===== config.mk =====
export PLATFORM = sky130hd
export DESIGN_NAME = command_pulse_input_gear
export DESIGN_NICKNAME = d
export VERILOG_FILES = /design/src/rtl/cmd_gear_pkg.sv /design/src/rtl/cmd_fifo.sv /design/src/rtl/cmd_udiv.sv /design/src/rtl/command_pulse_input_gear.sv
export SDC_FILE = /design/constraint.sdc
export NUM_CORES = 2
export LEC_CHECK = 0
export ABC_AREA = 1
export BUFFER_PORTS_ARGS = -buffer_cell sky130_fd_sc_hd__buf_4
export CORE_AREA = 2 2 340 342
export DETAILED_ROUTE_END_ITERATION = 10
export DIE_AREA = 0 0 342 344
export GPL_TIMING_DRIVEN = 0
export PLACE_DENSITY = 0.71
export SETUP_SLACK_MARGIN = 0.15
export SLEW_MARGIN = 20
export SYNTH_ARGS = -nofsm -noshare
export SYNTH_HDL_FRONTEND = slang
export SYNTH_HIERARCHICAL = 1
export SYNTH_SLANG_ARGS = --single-unit

===== constraint.sdc =====
create_clock -name clk_sys -period 29.1 [get_ports clk_sys]
set_input_delay 0 -clock clk_sys [delete_from_list [all_inputs] [get_ports clk_sys]]
set_output_delay 0 -clock clk_sys [all_outputs]
set_load 0.01 [all_outputs]

===== src/rtl/cmd_gear_pkg.sv =====
// shared constants and types of the command pulse front end
package cmd_gear_pkg;
    // timing: one control cycle equals one smoothing step
    localparam int CLK_PERIOD_NS  = 100;
    localparam int SMOOTH_UNIT_NS = 100000;
    localparam int CTRL_CYCLES    = SMOOTH_UNIT_NS / CLK_PERIOD_NS;

    // register byte offsets
    localparam logic [7:0] OFS_CTRL   = 8'h00;
    localparam logic [7:0] OFS_PPR    = 8'h04;
    localparam logic [7:0] OFS_NUM    = 8'h08;
    localparam logic [7:0] OFS_DEN    = 8'h0c;
    localparam logic [7:0] OFS_SMOOTH = 8'h10;
    localparam logic [7:0] OFS_RAW    = 8'h14;
    localparam logic [7:0] OFS_GEARED = 8'h18;
    localparam logic [7:0] OFS_FILT   = 8'h1c;

    // control register fields
    localparam int CTRL_SEL_BIT = 0;
    localparam int CTRL_DIR_BIT = 1;
    localparam int CTRL_MTH_LSB = 2;

    // reset values and setting limits
    localparam logic [3:0]  CTRL_RST   = 4'h0;
    localparam logic [20:0] PPR_RST    = 21'h000000;
    localparam logic [30:0] NUM_RST    = 31'h00000001;
    localparam logic [30:0] DEN_RST    = 31'h00000001;
    localparam logic [13:0] SMOOTH_RST = 14'h0000;
    localparam logic [20:0] PPR_MAX    = 21'h100000;
    localparam logic [30:0] GEAR_MAX   = 31'h40000000;
    localparam logic [13:0] SMOOTH_MAX = 14'h2710;

    typedef enum logic [1:0] {
        CNT_QUAD_A,
        CNT_PULSE_PAIR,
        CNT_QUAD_B,
        CNT_PULSE_SIGN
    } count_method_t;

    // one command input path: pulse pair and sign pair
    typedef struct packed {
        logic pulse_pos;
        logic pulse_neg;
        logic sign_pos;
        logic sign_neg;
    } cmd_pins_t;
endpackage


===== src/rtl/cmd_fifo.sv =====
// small synchronous fifo with valid and ready on both sides
`timescale 1ns/1ps
module cmd_fifo #(
    parameter int WIDTH = 16,
    parameter int DEPTH = 4
) (
    input  wire logic             clk_sys,
    input  wire logic             reset,
    input  wire logic             in_valid,
    output logic                  in_ready,
    input  wire logic [WIDTH-1:0] in_data,
    output logic                  out_valid,
    input  wire logic             out_ready,
    output logic      [WIDTH-1:0] out_data
);
    localparam int AW = $clog2(DEPTH);

    logic [WIDTH-1:0] mem_r [DEPTH];
    logic [AW-1:0]    wr_r;
    logic [AW-1:0]    rd_r;
    logic [AW:0]      fill_r;
    logic             push;
    logic             pop;

    // honest full and empty from the fill level
    assign in_ready  = (fill_r != (AW+1)'(DEPTH));
    assign out_valid = (fill_r != '0);
    assign out_data  = mem_r[rd_r];
    assign push      = in_valid & in_ready;
    assign pop       = out_valid & out_ready;

    // storage write
    always_ff @(posedge clk_sys) begin
        if (push) begin
            mem_r[wr_r] <= in_data;
        end
    end

    // pointers and fill level
    always_ff @(posedge clk_sys or posedge reset) begin
        if (reset) begin
            wr_r   <= '0;
            rd_r   <= '0;
            fill_r <= '0;
        end else begin
            if (push) begin
                wr_r <= (wr_r == AW'(DEPTH-1)) ? '0 : wr_r + 1'b1;
            end
            if (pop) begin
                rd_r <= (rd_r == AW'(DEPTH-1)) ? '0 : rd_r + 1'b1;
            end
            if (push && !pop) begin
                fill_r <= fill_r + 1'b1;
            end else if (pop && !push) begin
                fill_r <= fill_r - 1'b1;
            end
        end
    end
endmodule


===== src/rtl/cmd_udiv.sv =====
// iterative unsigned restoring divider, one quotient bit per clock
`timescale 1ns/1ps
module cmd_udiv #(
    parameter int W = 48
) (
    input  wire logic         clk_sys,
    input  wire logic         reset,
    input  wire logic         start,
    input  wire logic [W-1:0] dividend,
    input  wire logic [W-1:0] divisor,
    output logic              done,
    output logic      [W-1:0] quotient,
    output logic      [W-1:0] remainder
);
    localparam int CW = $clog2(W+1);

    logic [W-1:0]  den_r;
    logic [CW-1:0] left_r;
    logic [W:0]    trial;

    // shift in the next dividend bit
    assign trial = {remainder, quotient[W-1]};

    always_ff @(posedge clk_sys or posedge reset) begin
        if (reset) begin
            den_r     <= '0;
            left_r    <= '0;
            quotient  <= '0;
            remainder <= '0;
            done      <= 1'b0;
        end else begin
            done <= (left_r == CW'(1));
            if (start) begin
                den_r     <= divisor;
                quotient  <= dividend;
                remainder <= '0;
                left_r    <= CW'(W);
            end else if (left_r != '0) begin
                left_r <= left_r - 1'b1;
                if (trial >= {1'b0, den_r}) begin
                    remainder <= W'(trial - {1'b0, den_r});
                    quotient  <= {quotient[W-2:0], 1'b1};
                end else begin
                    remainder <= trial[W-1:0];
                    quotient  <= {quotient[W-2:0], 1'b0};
                end
            end
        end
    end
endmodule


===== src/rtl/command_pulse_input_gear.sv =====
// command pulse input, electronic gear and smoothing filter with apb registers
// How it works
// - three pulse formats: quadrature, pulse pair, sign
// - fast line-receiver path, up to 4 Mpps
// - opto-isolated path, up to 500 kpps
// - opto path also takes line-driver signals
// - one bit selects opto or fast path
// - one bit sets counting direction sense
// - two bits select the counting method
// - count is geared, then sent to position loop
// - pulses per revolution accepted from 0 to 1048576
// - numerator 0 to 1073741824 multiplies the count
// - denominator 1 to 1073741824 divides the count
// - geared command passes a smoothing filter
// - first-order lag, time constant 0..10000 x 0.1 ms
//
// The address map and the APB slave port were chosen for this implementation.
`timescale 1ns/1ps
module command_pulse_input_gear #(
    parameter int          CTRL_PERIOD = cmd_gear_pkg::CTRL_CYCLES,
    parameter logic [30:0] ENC_RES     = 31'h00100000,
    parameter int          FIFO_DEPTH  = 4
) (
    input  wire logic                    clk_sys,
    input  wire logic                    reset,
    input  wire logic                    psel,
    input  wire logic                    penable,
    input  wire logic                    pwrite,
    input  wire logic [7:0]              paddr,
    input  wire logic [31:0]             pwdata,
    output logic      [31:0]             prdata,
    output logic                         pready,
    output logic                         pslverr,
    input  wire cmd_gear_pkg::cmd_pins_t fast_pins,
    input  wire cmd_gear_pkg::cmd_pins_t opto_pins,
    output logic      [31:0]             pos_cmd,
    output logic                         pos_cmd_valid
);
    import cmd_gear_pkg::*;

    localparam int TW = $clog2(CTRL_PERIOD);

    typedef enum logic [2:0] {
        ST_IDLE,
        ST_GEAR,
        ST_GWAIT,
        ST_FILT,
        ST_FWAIT
    } stage_t;

    // settings
    logic          cmd_input_select_r;
    logic          cmd_direction_sense_r;
    count_method_t cmd_count_method_r;
    logic [20:0]   cmd_pulses_per_rev_r;
    logic [30:0]   gear_numerator_r;
    logic [30:0]   gear_denominator_r;
    logic [13:0]   cmd_smoothing_time_r;

    // input conditioning and decode
    logic [7:0]  sync1_r;
    logic [7:0]  sync2_r;
    logic [7:0]  sync3_r;
    logic [7:0]  clean_r;
    cmd_pins_t   fast_c;
    cmd_pins_t   opto_c;
    logic        ch_a;
    logic        ch_b;
    logic        ch_a_r;
    logic        ch_b_r;
    logic        up;
    logic        dn;
    logic        inc;
    logic        dec;
    logic [15:0] cnt_r;
    logic [15:0] cnt_nxt;
    logic [31:0] raw_pos_r;
    logic [TW-1:0] tick_r;
    logic        tick;

    // fifo and arithmetic
    logic        fifo_in_ready;
    logic        fifo_out_valid;
    logic        fifo_out_ready;
    logic [15:0] fifo_out_data;
    stage_t      stage_r;
    logic [47:0] total_r;
    logic [31:0] rem_r;
    logic [31:0] geared_r;
    logic [31:0] filt_r;
    logic [31:0] err_r;
    logic [30:0] eff_num;
    logic [30:0] eff_den;
    logic        div_start;
    logic [47:0] div_a;
    logic [47:0] div_b;
    logic        div_done;
    logic [47:0] div_q;
    logic [47:0] div_r;
    logic        neg;
    logic [31:0] q_s;
    logic [31:0] r_s;
    logic [31:0] step_mag;

    // apb
    logic        acc;
    logic [31:0] rd_val;
    logic        rd_hit;

    // three-stage pin synchroniser, change taken when stages two and three agree
    always_ff @(posedge clk_sys or posedge reset) begin
        if (reset) begin
            sync1_r <= 8'h00;
            sync2_r <= 8'h00;
            sync3_r <= 8'h00;
            clean_r <= 8'h00;
        end else begin
            sync1_r <= {fast_pins, opto_pins};
            sync2_r <= sync1_r;
            sync3_r <= sync2_r;
            clean_r <= ((sync2_r ~^ sync3_r) & sync3_r) | ((sync2_r ^ sync3_r) & clean_r);
        end
    end

    assign fast_c = clean_r[7:4];
    assign opto_c = clean_r[3:0];

    // path select; both paths decoded alike
    always_comb begin
        if (cmd_input_select_r) begin
            ch_a = fast_c.pulse_pos & ~fast_c.pulse_neg;
            ch_b = fast_c.sign_pos & ~fast_c.sign_neg;
        end else begin
            ch_a = opto_c.pulse_pos & ~opto_c.pulse_neg;
            ch_b = opto_c.sign_pos & ~opto_c.sign_neg;
        end
    end

    always_comb begin
        up = 1'b0;
        dn = 1'b0;
        case (cmd_count_method_r)
            CNT_PULSE_PAIR: begin
                up = ch_a & ~ch_a_r;
                dn = ch_b & ~ch_b_r;
            end
            CNT_PULSE_SIGN: begin
                up = ch_a & ~ch_a_r & ~ch_b;
                dn = ch_a & ~ch_a_r & ch_b;
            end
            default: begin
                // quadrature x4, a double change is dropped as invalid
                if ((ch_a ^ ch_a_r) != (ch_b ^ ch_b_r)) begin
                    up = ch_a ^ ch_b_r;
                    dn = ~(ch_a ^ ch_b_r);
                end
            end
        endcase
    end

    // direction sense swaps up and down
    assign inc = cmd_direction_sense_r ? dn : up;
    assign dec = cmd_direction_sense_r ? up : dn;
    assign cnt_nxt = cnt_r + {{15{dec}}, inc | dec};
    assign tick = (tick_r == TW'(CTRL_PERIOD-1));

    // previous channel levels
    always_ff @(posedge clk_sys or posedge reset) begin
        if (reset) begin
            ch_a_r <= 1'b0;
            ch_b_r <= 1'b0;
        end else begin
            ch_a_r <= ch_a;
            ch_b_r <= ch_b;
        end
    end

    // control cycle timer
    always_ff @(posedge clk_sys or posedge reset) begin
        if (reset) begin
            tick_r <= '0;
        end else begin
            tick_r <= tick ? '0 : tick_r + 1'b1;
        end
    end

    // per-cycle pulse count, held and still counting while fifo is full
    always_ff @(posedge clk_sys or posedge reset) begin
        if (reset) begin
            cnt_r     <= 16'h0000;
            raw_pos_r <= 32'h00000000;
        end else begin
            cnt_r     <= (tick && fifo_in_ready) ? 16'h0000 : cnt_nxt;
            raw_pos_r <= raw_pos_r + {{31{dec}}, inc | dec};
        end
    end

    cmd_fifo #(
        .WIDTH (16),
        .DEPTH (FIFO_DEPTH)
    ) u_fifo (
        .clk_sys   (clk_sys),
        .reset     (reset),
        .in_valid  (tick),
        .in_ready  (fifo_in_ready),
        .in_data   (cnt_nxt),
        .out_valid (fifo_out_valid),
        .out_ready (fifo_out_ready),
        .out_data  (fifo_out_data)
    );

    // a nonzero pulses-per-rev overrides the numerator and denominator
    assign eff_num = (cmd_pulses_per_rev_r != '0) ? ENC_RES : gear_numerator_r;
    assign eff_den = (cmd_pulses_per_rev_r != '0) ? {10'h000, cmd_pulses_per_rev_r}
                                                    : gear_denominator_r;
    assign fifo_out_ready = (stage_r == ST_IDLE);

    // shared divider operands
    assign neg = (stage_r == ST_GWAIT) ? total_r[47] : err_r[31];
    always_comb begin
        div_start = 1'b0;
        div_a     = 48'h000000000000;
        div_b     = 48'h000000000001;
        if (stage_r == ST_GEAR) begin
            div_start = 1'b1;
            div_a     = total_r[47] ? 48'(-total_r) : total_r;
            div_b     = {17'h00000, eff_den};
        end else if (stage_r == ST_FILT) begin
            div_start = (cmd_smoothing_time_r != '0);
            div_a     = {16'h0000, err_r[31] ? 32'(-err_r) : err_r};
            div_b     = {34'h000000000, cmd_smoothing_time_r} + 48'h000000000001;
        end
    end

    cmd_udiv #(
        .W (48)
    ) u_div (
        .clk_sys   (clk_sys),
        .reset     (reset),
        .start     (div_start),
        .dividend  (div_a),
        .divisor   (div_b),
        .done      (div_done),
        .quotient  (div_q),
        .remainder (div_r)
    );

    // signed quotient and remainder, truncated toward zero
    assign q_s = neg ? 32'(-div_q[31:0]) : div_q[31:0];
    assign r_s = neg ? 32'(-div_r[31:0]) : div_r[31:0];
    assign step_mag = (div_q[31:0] == 32'h00000000) ? 32'h00000001 : div_q[31:0];

    // gear then filter, once per fifo word
    always_ff @(posedge clk_sys or posedge reset) begin
        if (reset) begin
            stage_r       <= ST_IDLE;
            total_r       <= 48'h000000000000;
            rem_r         <= 32'h00000000;
            geared_r      <= 32'h00000000;
            filt_r        <= 32'h00000000;
            err_r         <= 32'h00000000;
            pos_cmd       <= 32'h00000000;
            pos_cmd_valid <= 1'b0;
        end else begin
            pos_cmd_valid <= 1'b0;
            case (stage_r)
                ST_IDLE: begin
                    if (fifo_out_valid) begin
                        // count times numerator; plus carried remainder
                        total_r <= ($signed({{32{fifo_out_data[15]}}, fifo_out_data})
                                  * $signed({17'h00000, eff_num}))
                                 + {{16{rem_r[31]}}, rem_r};
                        stage_r <= ST_GEAR;
                    end
                end
                ST_GEAR: begin
                    stage_r <= ST_GWAIT;
                end
                ST_GWAIT: begin
                    if (div_done) begin
                        // divide by denominator; keep what is left
                        geared_r <= geared_r + q_s;
                        rem_r    <= r_s;
                        err_r    <= geared_r + q_s - filt_r;
                        stage_r  <= ST_FILT;
                    end
                end
                ST_FILT: begin
                    // zero time constant passes the command straight through
                    if (cmd_smoothing_time_r == '0) begin
                        filt_r        <= geared_r;
                        pos_cmd       <= geared_r;
                        pos_cmd_valid <= 1'b1;
                        stage_r       <= ST_IDLE;
                    end else begin
                        stage_r <= ST_FWAIT;
                    end
                end
                ST_FWAIT: begin
                    if (div_done) begin
                        // first-order lag step, at least one count
                        if (err_r == 32'h00000000) begin
                            pos_cmd <= filt_r;
                        end else if (neg) begin
                            filt_r  <= filt_r - step_mag;
                            pos_cmd <= filt_r - step_mag;
                        end else begin
                            filt_r  <= filt_r + step_mag;
                            pos_cmd <= filt_r + step_mag;
                        end
                        // result handed to the position loop
                        pos_cmd_valid <= 1'b1;
                        stage_r       <= ST_IDLE;
                    end
                end
                default: begin
                    stage_r <= ST_IDLE;
                end
            endcase
        end
    end

    // apb read mux
    assign acc = psel & penable & ~pready;
    always_comb begin
        rd_hit = 1'b1;
        rd_val = 32'h00000000;
        if (paddr == OFS_CTRL) begin
            rd_val = {28'h0000000, cmd_count_method_r, cmd_direction_sense_r,
                      cmd_input_select_r};
        end else if (paddr == OFS_PPR) begin
            rd_val = {11'h000, cmd_pulses_per_rev_r};
        end else if (paddr == OFS_NUM) begin
            rd_val = {1'b0, gear_numerator_r};
        end else if (paddr == OFS_DEN) begin
            rd_val = {1'b0, gear_denominator_r};
        end else if (paddr == OFS_SMOOTH) begin
            rd_val = {18'h00000, cmd_smoothing_time_r};
        end else if (paddr == OFS_RAW) begin
            rd_val = raw_pos_r;
        end else if (paddr == OFS_GEARED) begin
            rd_val = geared_r;
        end else if (paddr == OFS_FILT) begin
            rd_val = filt_r;
        end else begin
            rd_hit = 1'b0;
        end
    end

    // apb answer one cycle into the access phase
    always_ff @(posedge clk_sys or posedge reset) begin
        if (reset) begin
            pready  <= 1'b0;
            pslverr <= 1'b0;
            prdata  <= 32'h00000000;
        end else begin
            pready  <= acc;
            pslverr <= acc & ~rd_hit;
            prdata  <= (acc && !pwrite) ? rd_val : 32'h00000000;
        end
    end

    // settings written at the completing edge, out-of-range values clamped
    always_ff @(posedge clk_sys or posedge reset) begin
        if (reset) begin
            cmd_count_method_r    <= count_method_t'(CTRL_RST[CTRL_MTH_LSB +: 2]);
            cmd_direction_sense_r <= CTRL_RST[CTRL_DIR_BIT];
            cmd_input_select_r    <= CTRL_RST[CTRL_SEL_BIT];
            cmd_pulses_per_rev_r <= PPR_RST;
            gear_numerator_r     <= NUM_RST;
            gear_denominator_r   <= DEN_RST;
            cmd_smoothing_time_r <= SMOOTH_RST;
        end else if (psel && penable && pready && pwrite) begin
            if (paddr == OFS_CTRL) begin
                cmd_input_select_r    <= pwdata[CTRL_SEL_BIT];
                cmd_direction_sense_r <= pwdata[CTRL_DIR_BIT];
                cmd_count_method_r    <= count_method_t'(pwdata[CTRL_MTH_LSB +: 2]);
            end else if (paddr == OFS_PPR) begin
                cmd_pulses_per_rev_r <= (pwdata > {11'h000, PPR_MAX}) ? PPR_MAX : pwdata[20:0];
            end else if (paddr == OFS_NUM) begin
                gear_numerator_r <= (pwdata > {1'b0, GEAR_MAX}) ? GEAR_MAX : pwdata[30:0];
            end else if (paddr == OFS_DEN) begin
                // zero raised to one, top clamped
                if (pwdata == 32'h00000000) begin
                    gear_denominator_r <= 31'h00000001;
                end else begin
                    gear_denominator_r <= (pwdata > {1'b0, GEAR_MAX}) ? GEAR_MAX
                                                                      : pwdata[30:0];
                end
            end else if (paddr == OFS_SMOOTH) begin
                cmd_smoothing_time_r <= (pwdata > {18'h00000, SMOOTH_MAX}) ? SMOOTH_MAX
                                                                          : pwdata[13:0];
            end
        end
    end
endmodule


==> qor.txt <==
Status = finished, final reports clean
Internal power = 1.68 mW
Max cap viols = 0
Vias per inst = 5.85
Comb pwr share = 14.8%
Clk sink count = 629
Largest net degree at the start of global routing = 109
Most used cell, CP = nand2_1
DR vias = 61200
Final Hold Viols = 0
Crit Path Class = register to register
Crit Path Max Fanout = 10
Placed Instances = 10300
Count of final setup violators = 0
Full die area = 118000 µm²
Worst r2r dst = total_r[22]
Die width = 342 µm
Hold endpoint = pready
Sw frac = 29.4%
Setup repair bufs after CTS = 0
Primary FF master, synth = dfrtp_1
Min-delay src = psel
CTS tree = built
Power Total = 2.39 mW
Sequential cell area fraction in the yosys report = 25.9%
Post-DP HPWL = 206000 µm
PD cells = 34.7 nW/µm²
H-tree levels = 3
Psw = 701 µW
Worst r2r src = cmd_pulses_per_rev_r[4]
Yosys reg bits = 629
Fin. max-slew vios = 0
Gr ovfl total = 0
Crit start category = register
Highest-delay cell along the critical path = clkbuf_1
Vias in the first global route = 59500
Worst Hold Class = input pin to register
Cell Rows = 124
Worst EP arrival = 9.65 ns
Clock power frac = 44.0%
Share of layout cells above drive strength 1 = 5.74%
Syn. warnings = 6
Post-Syn Area per Cell = 7.23 µm²
Core Box Area = 114000 µm²
Placed Area = 65200 µm²
Syn Inst Count = 8592
IO Port Bufs = 119
Slew HR = 19.7%
First-pass GRT wire length = 371000 µm
Hold Crit Depth = 4
First-pass iteration count of the detailed router = 6
Clock Latency Late Sink = 0.71 ns
Top Ports = 120
RSZ-0062 raised after global routing = no
Seq pwr share = 41.1%
TritonCTS Buffers = 75
GPL Wtd Cong = 1.07
Unique masters post-synth = 67
Clock Path Buffers = 3
Final wirelength = 251000 µm
Initial DRC Count = 7038
Residual DRC = 0
WL/cell = 24.0 µm
Fin Setup TNS = 0 ns
Worst-path clk slew = 0.07 ns
Clock skew = 0.0624 ns
Total track usage = 42.5%
Starting Density = 54.6%
Post-route design area = 68700 µm²
Post-route ant nets = 0
Post-synth EDFFs = 64
Min Tclk post-route = 9.13 ns
Worst slew pin tran = 1.20 ns
Fmax = 110 MHz
CP Capture Type = register
Peak supply drop = 0.0504 mV
Initial antenna violation count = 5
Ys async rst share = 89.8%
R2R Setup Slk = 19.97 ns
Area grow syn2layout = 10.6%
Die extent in y = 344 µm
Worst reg-to-reg path cell count = 29
Fin nets = 9760
Root Driver = clkbuf_16
Cell Count, Final, Fillers Out = 10500
Hold_ws = 0.123 ns
Post-synthesis cell area = 62100 µm²
Worst Path Required = 29.62 ns
Max stage delay on crit path = 0.78 ns
Leak = 35.5 nW
Crit share post-route = 31.4%
## state kept, by name, summed over array words and instances (netlist names), 6 cells and up
register,cells
tick_r,10
sync1_r,8
sync3_r,8
gear_denominator_r,31
cnt_r,16
total_r,48
geared_r,32
u_div/quotient,48
u_fifo/mem_r,64
sync2_r,8
u_div/remainder,48
u_div/left_r,6
u_div/den_r,48
gear_numerator_r,31
err_r,32
prdata,32
filt_r,32
cmd_pulses_per_rev_r,21
clean_r,8
raw_pos_r,32
cmd_smoothing_time_r,14
rem_r,32
## cell families after synthesis
kind of cell             after synthesis  synth area share (%)
buffers and inverters               1864                  11.6
AO/OA/AOI/OAI                       1362                  12.5
XOR/XNOR                             223                  3.14
flip-flops                           629                  25.9
multiplexers                           1                0.0181
AND/OR/NAND/NOR                     3694                  24.8
other                                  1               0.00604
adder cells (fa/ha/maj)              818                  22.0
## worst max-delay path by stage
stage,from,to,slack [ns],cells past startpoint
floorplan,reset,ch_a_r,17.78,1
detailed placement,cmd_pulses_per_rev_r[4],total_r[26],20.39,25
global route,cmd_pulses_per_rev_r[4],total_r[22],19.81,29
finish,cmd_pulses_per_rev_r[4],total_r[22],19.97,29
global placement,reset,total_r[34],12.44,2
CTS,cmd_pulses_per_rev_r[4],total_r[22],20.27,29
## metal layers
| layer | up-vias | part of all wire [%] | GRT usage (%) |
|---|---|---|---|
| li1 | 27700 | - | - |
| met1 | 29400 | 39 | 53.5 |
| met2 | 3267 | 44 | 66.9 |
| met3 | 805 | 9.2 | 7.77 |
| met4 | 4 | 8.2 | 28.9 |
| met5 | - | 0.011 | 0 |
## layout by cell type, fill, tap and decap left out, types with 19 or more instances in the layout
cell type      netlist  routed
nand2_1           2076    2076
inv_1             1572    1569
nor2_1             840     836
dfrtp_1            563     563
o21ai_0            537     537
fa_1               458     458
a21oi_1            417     417
nand3_1            382     382
ha_1               360     360
xor2_1             158     158
clkbuf_1           146     157
buf_4                8     127
nand4_1            119     119
nor3_1              97      97
clkbuf_16            0      75
dlygate4sd3_1        0      74
o21ai_1             73      73
xnor2_1             65      65
edfxtp_1            64      64
buf_2               59      59
o221ai_1            50      50
o22ai_1             44      44
o211ai_1            42      42
a21o_1              36      36
nand2_2             33      33
o21bai_1            29      29
nor4_1              28      27
a31oi_1             26      26
inv_2               24      25
nor2_2              20      24
clkinv_1            22      23
o211ai_2            23      23
or2_2               21      21
buf_1               20      20
nand3b_1            19      19
## critical path, delay by kind of cell (launching register included)
kind	cells	cell delay [ns]
flops	1	0.40
fa+ha+maj	7	3.52
simple gates	15	3.47
buf+inv	6	1.41
compound gates	1	0.12
## timing repair
action                                 4_1_cts  5_1_grt
hold buffers                                74        0
endpoints found under the hold margin      491        0
gates resized for setup                      0        0
## power groups by stage
stage               combinational [mW]  clock, mW  sequential (mW)
finish                           0.354       1.05            0.981
global placement                 0.327          0            0.996
CTS                              0.349       1.06            0.980
detailed placement               0.340          0            0.996
global route                     0.399       1.09            0.984
floorplan                        0.248          0            0.989
## final cells by class
class | instances | area [µm²]
multi-input combinational | 6115 | 38900
tap | 1512 | 1890
clock inverter | 44 | 721
timing repair buffer | 204 | 1860
inverter | 1619 | 6100
fill | 10700 | 45200
antenna | 1 | 2.50
sequential | 629 | 16100
clock buffer | 94 | 2030
buffer | 245 | 1140
## stage by stage
step	utilization [%]	setup WS, ns
after detailed placement	57.3	20.39
after CTS	60.3	20.27
after global placement	57.1	12.44
final	60.3	19.97
after global routing	60.3	19.81
after floorplan	-	17.78
## synth_stat cells (65+ instances only)
library cell | n | share of area, %
nand4_1 | 119 | 1.2
o21ai_0 | 537 | 4.3
xnor2_1 | 65 | 0.92
nor3_1 | 97 | 0.78
xor2_1 | 158 | 2.2
nand2_1 | 2076 | 13
dfrtp_1 | 563 | 23
ha_1 | 360 | 7.3
nand3_1 | 382 | 3.1
o21ai_1 | 73 | 0.59
clkbuf_1 | 146 | 0.88
a21oi_1 | 417 | 3.4
nor2_1 | 840 | 5.1
inv_1 | 1572 | 9.5
fa_1 | 458 | 15
(Power assumes the default switching activity.)
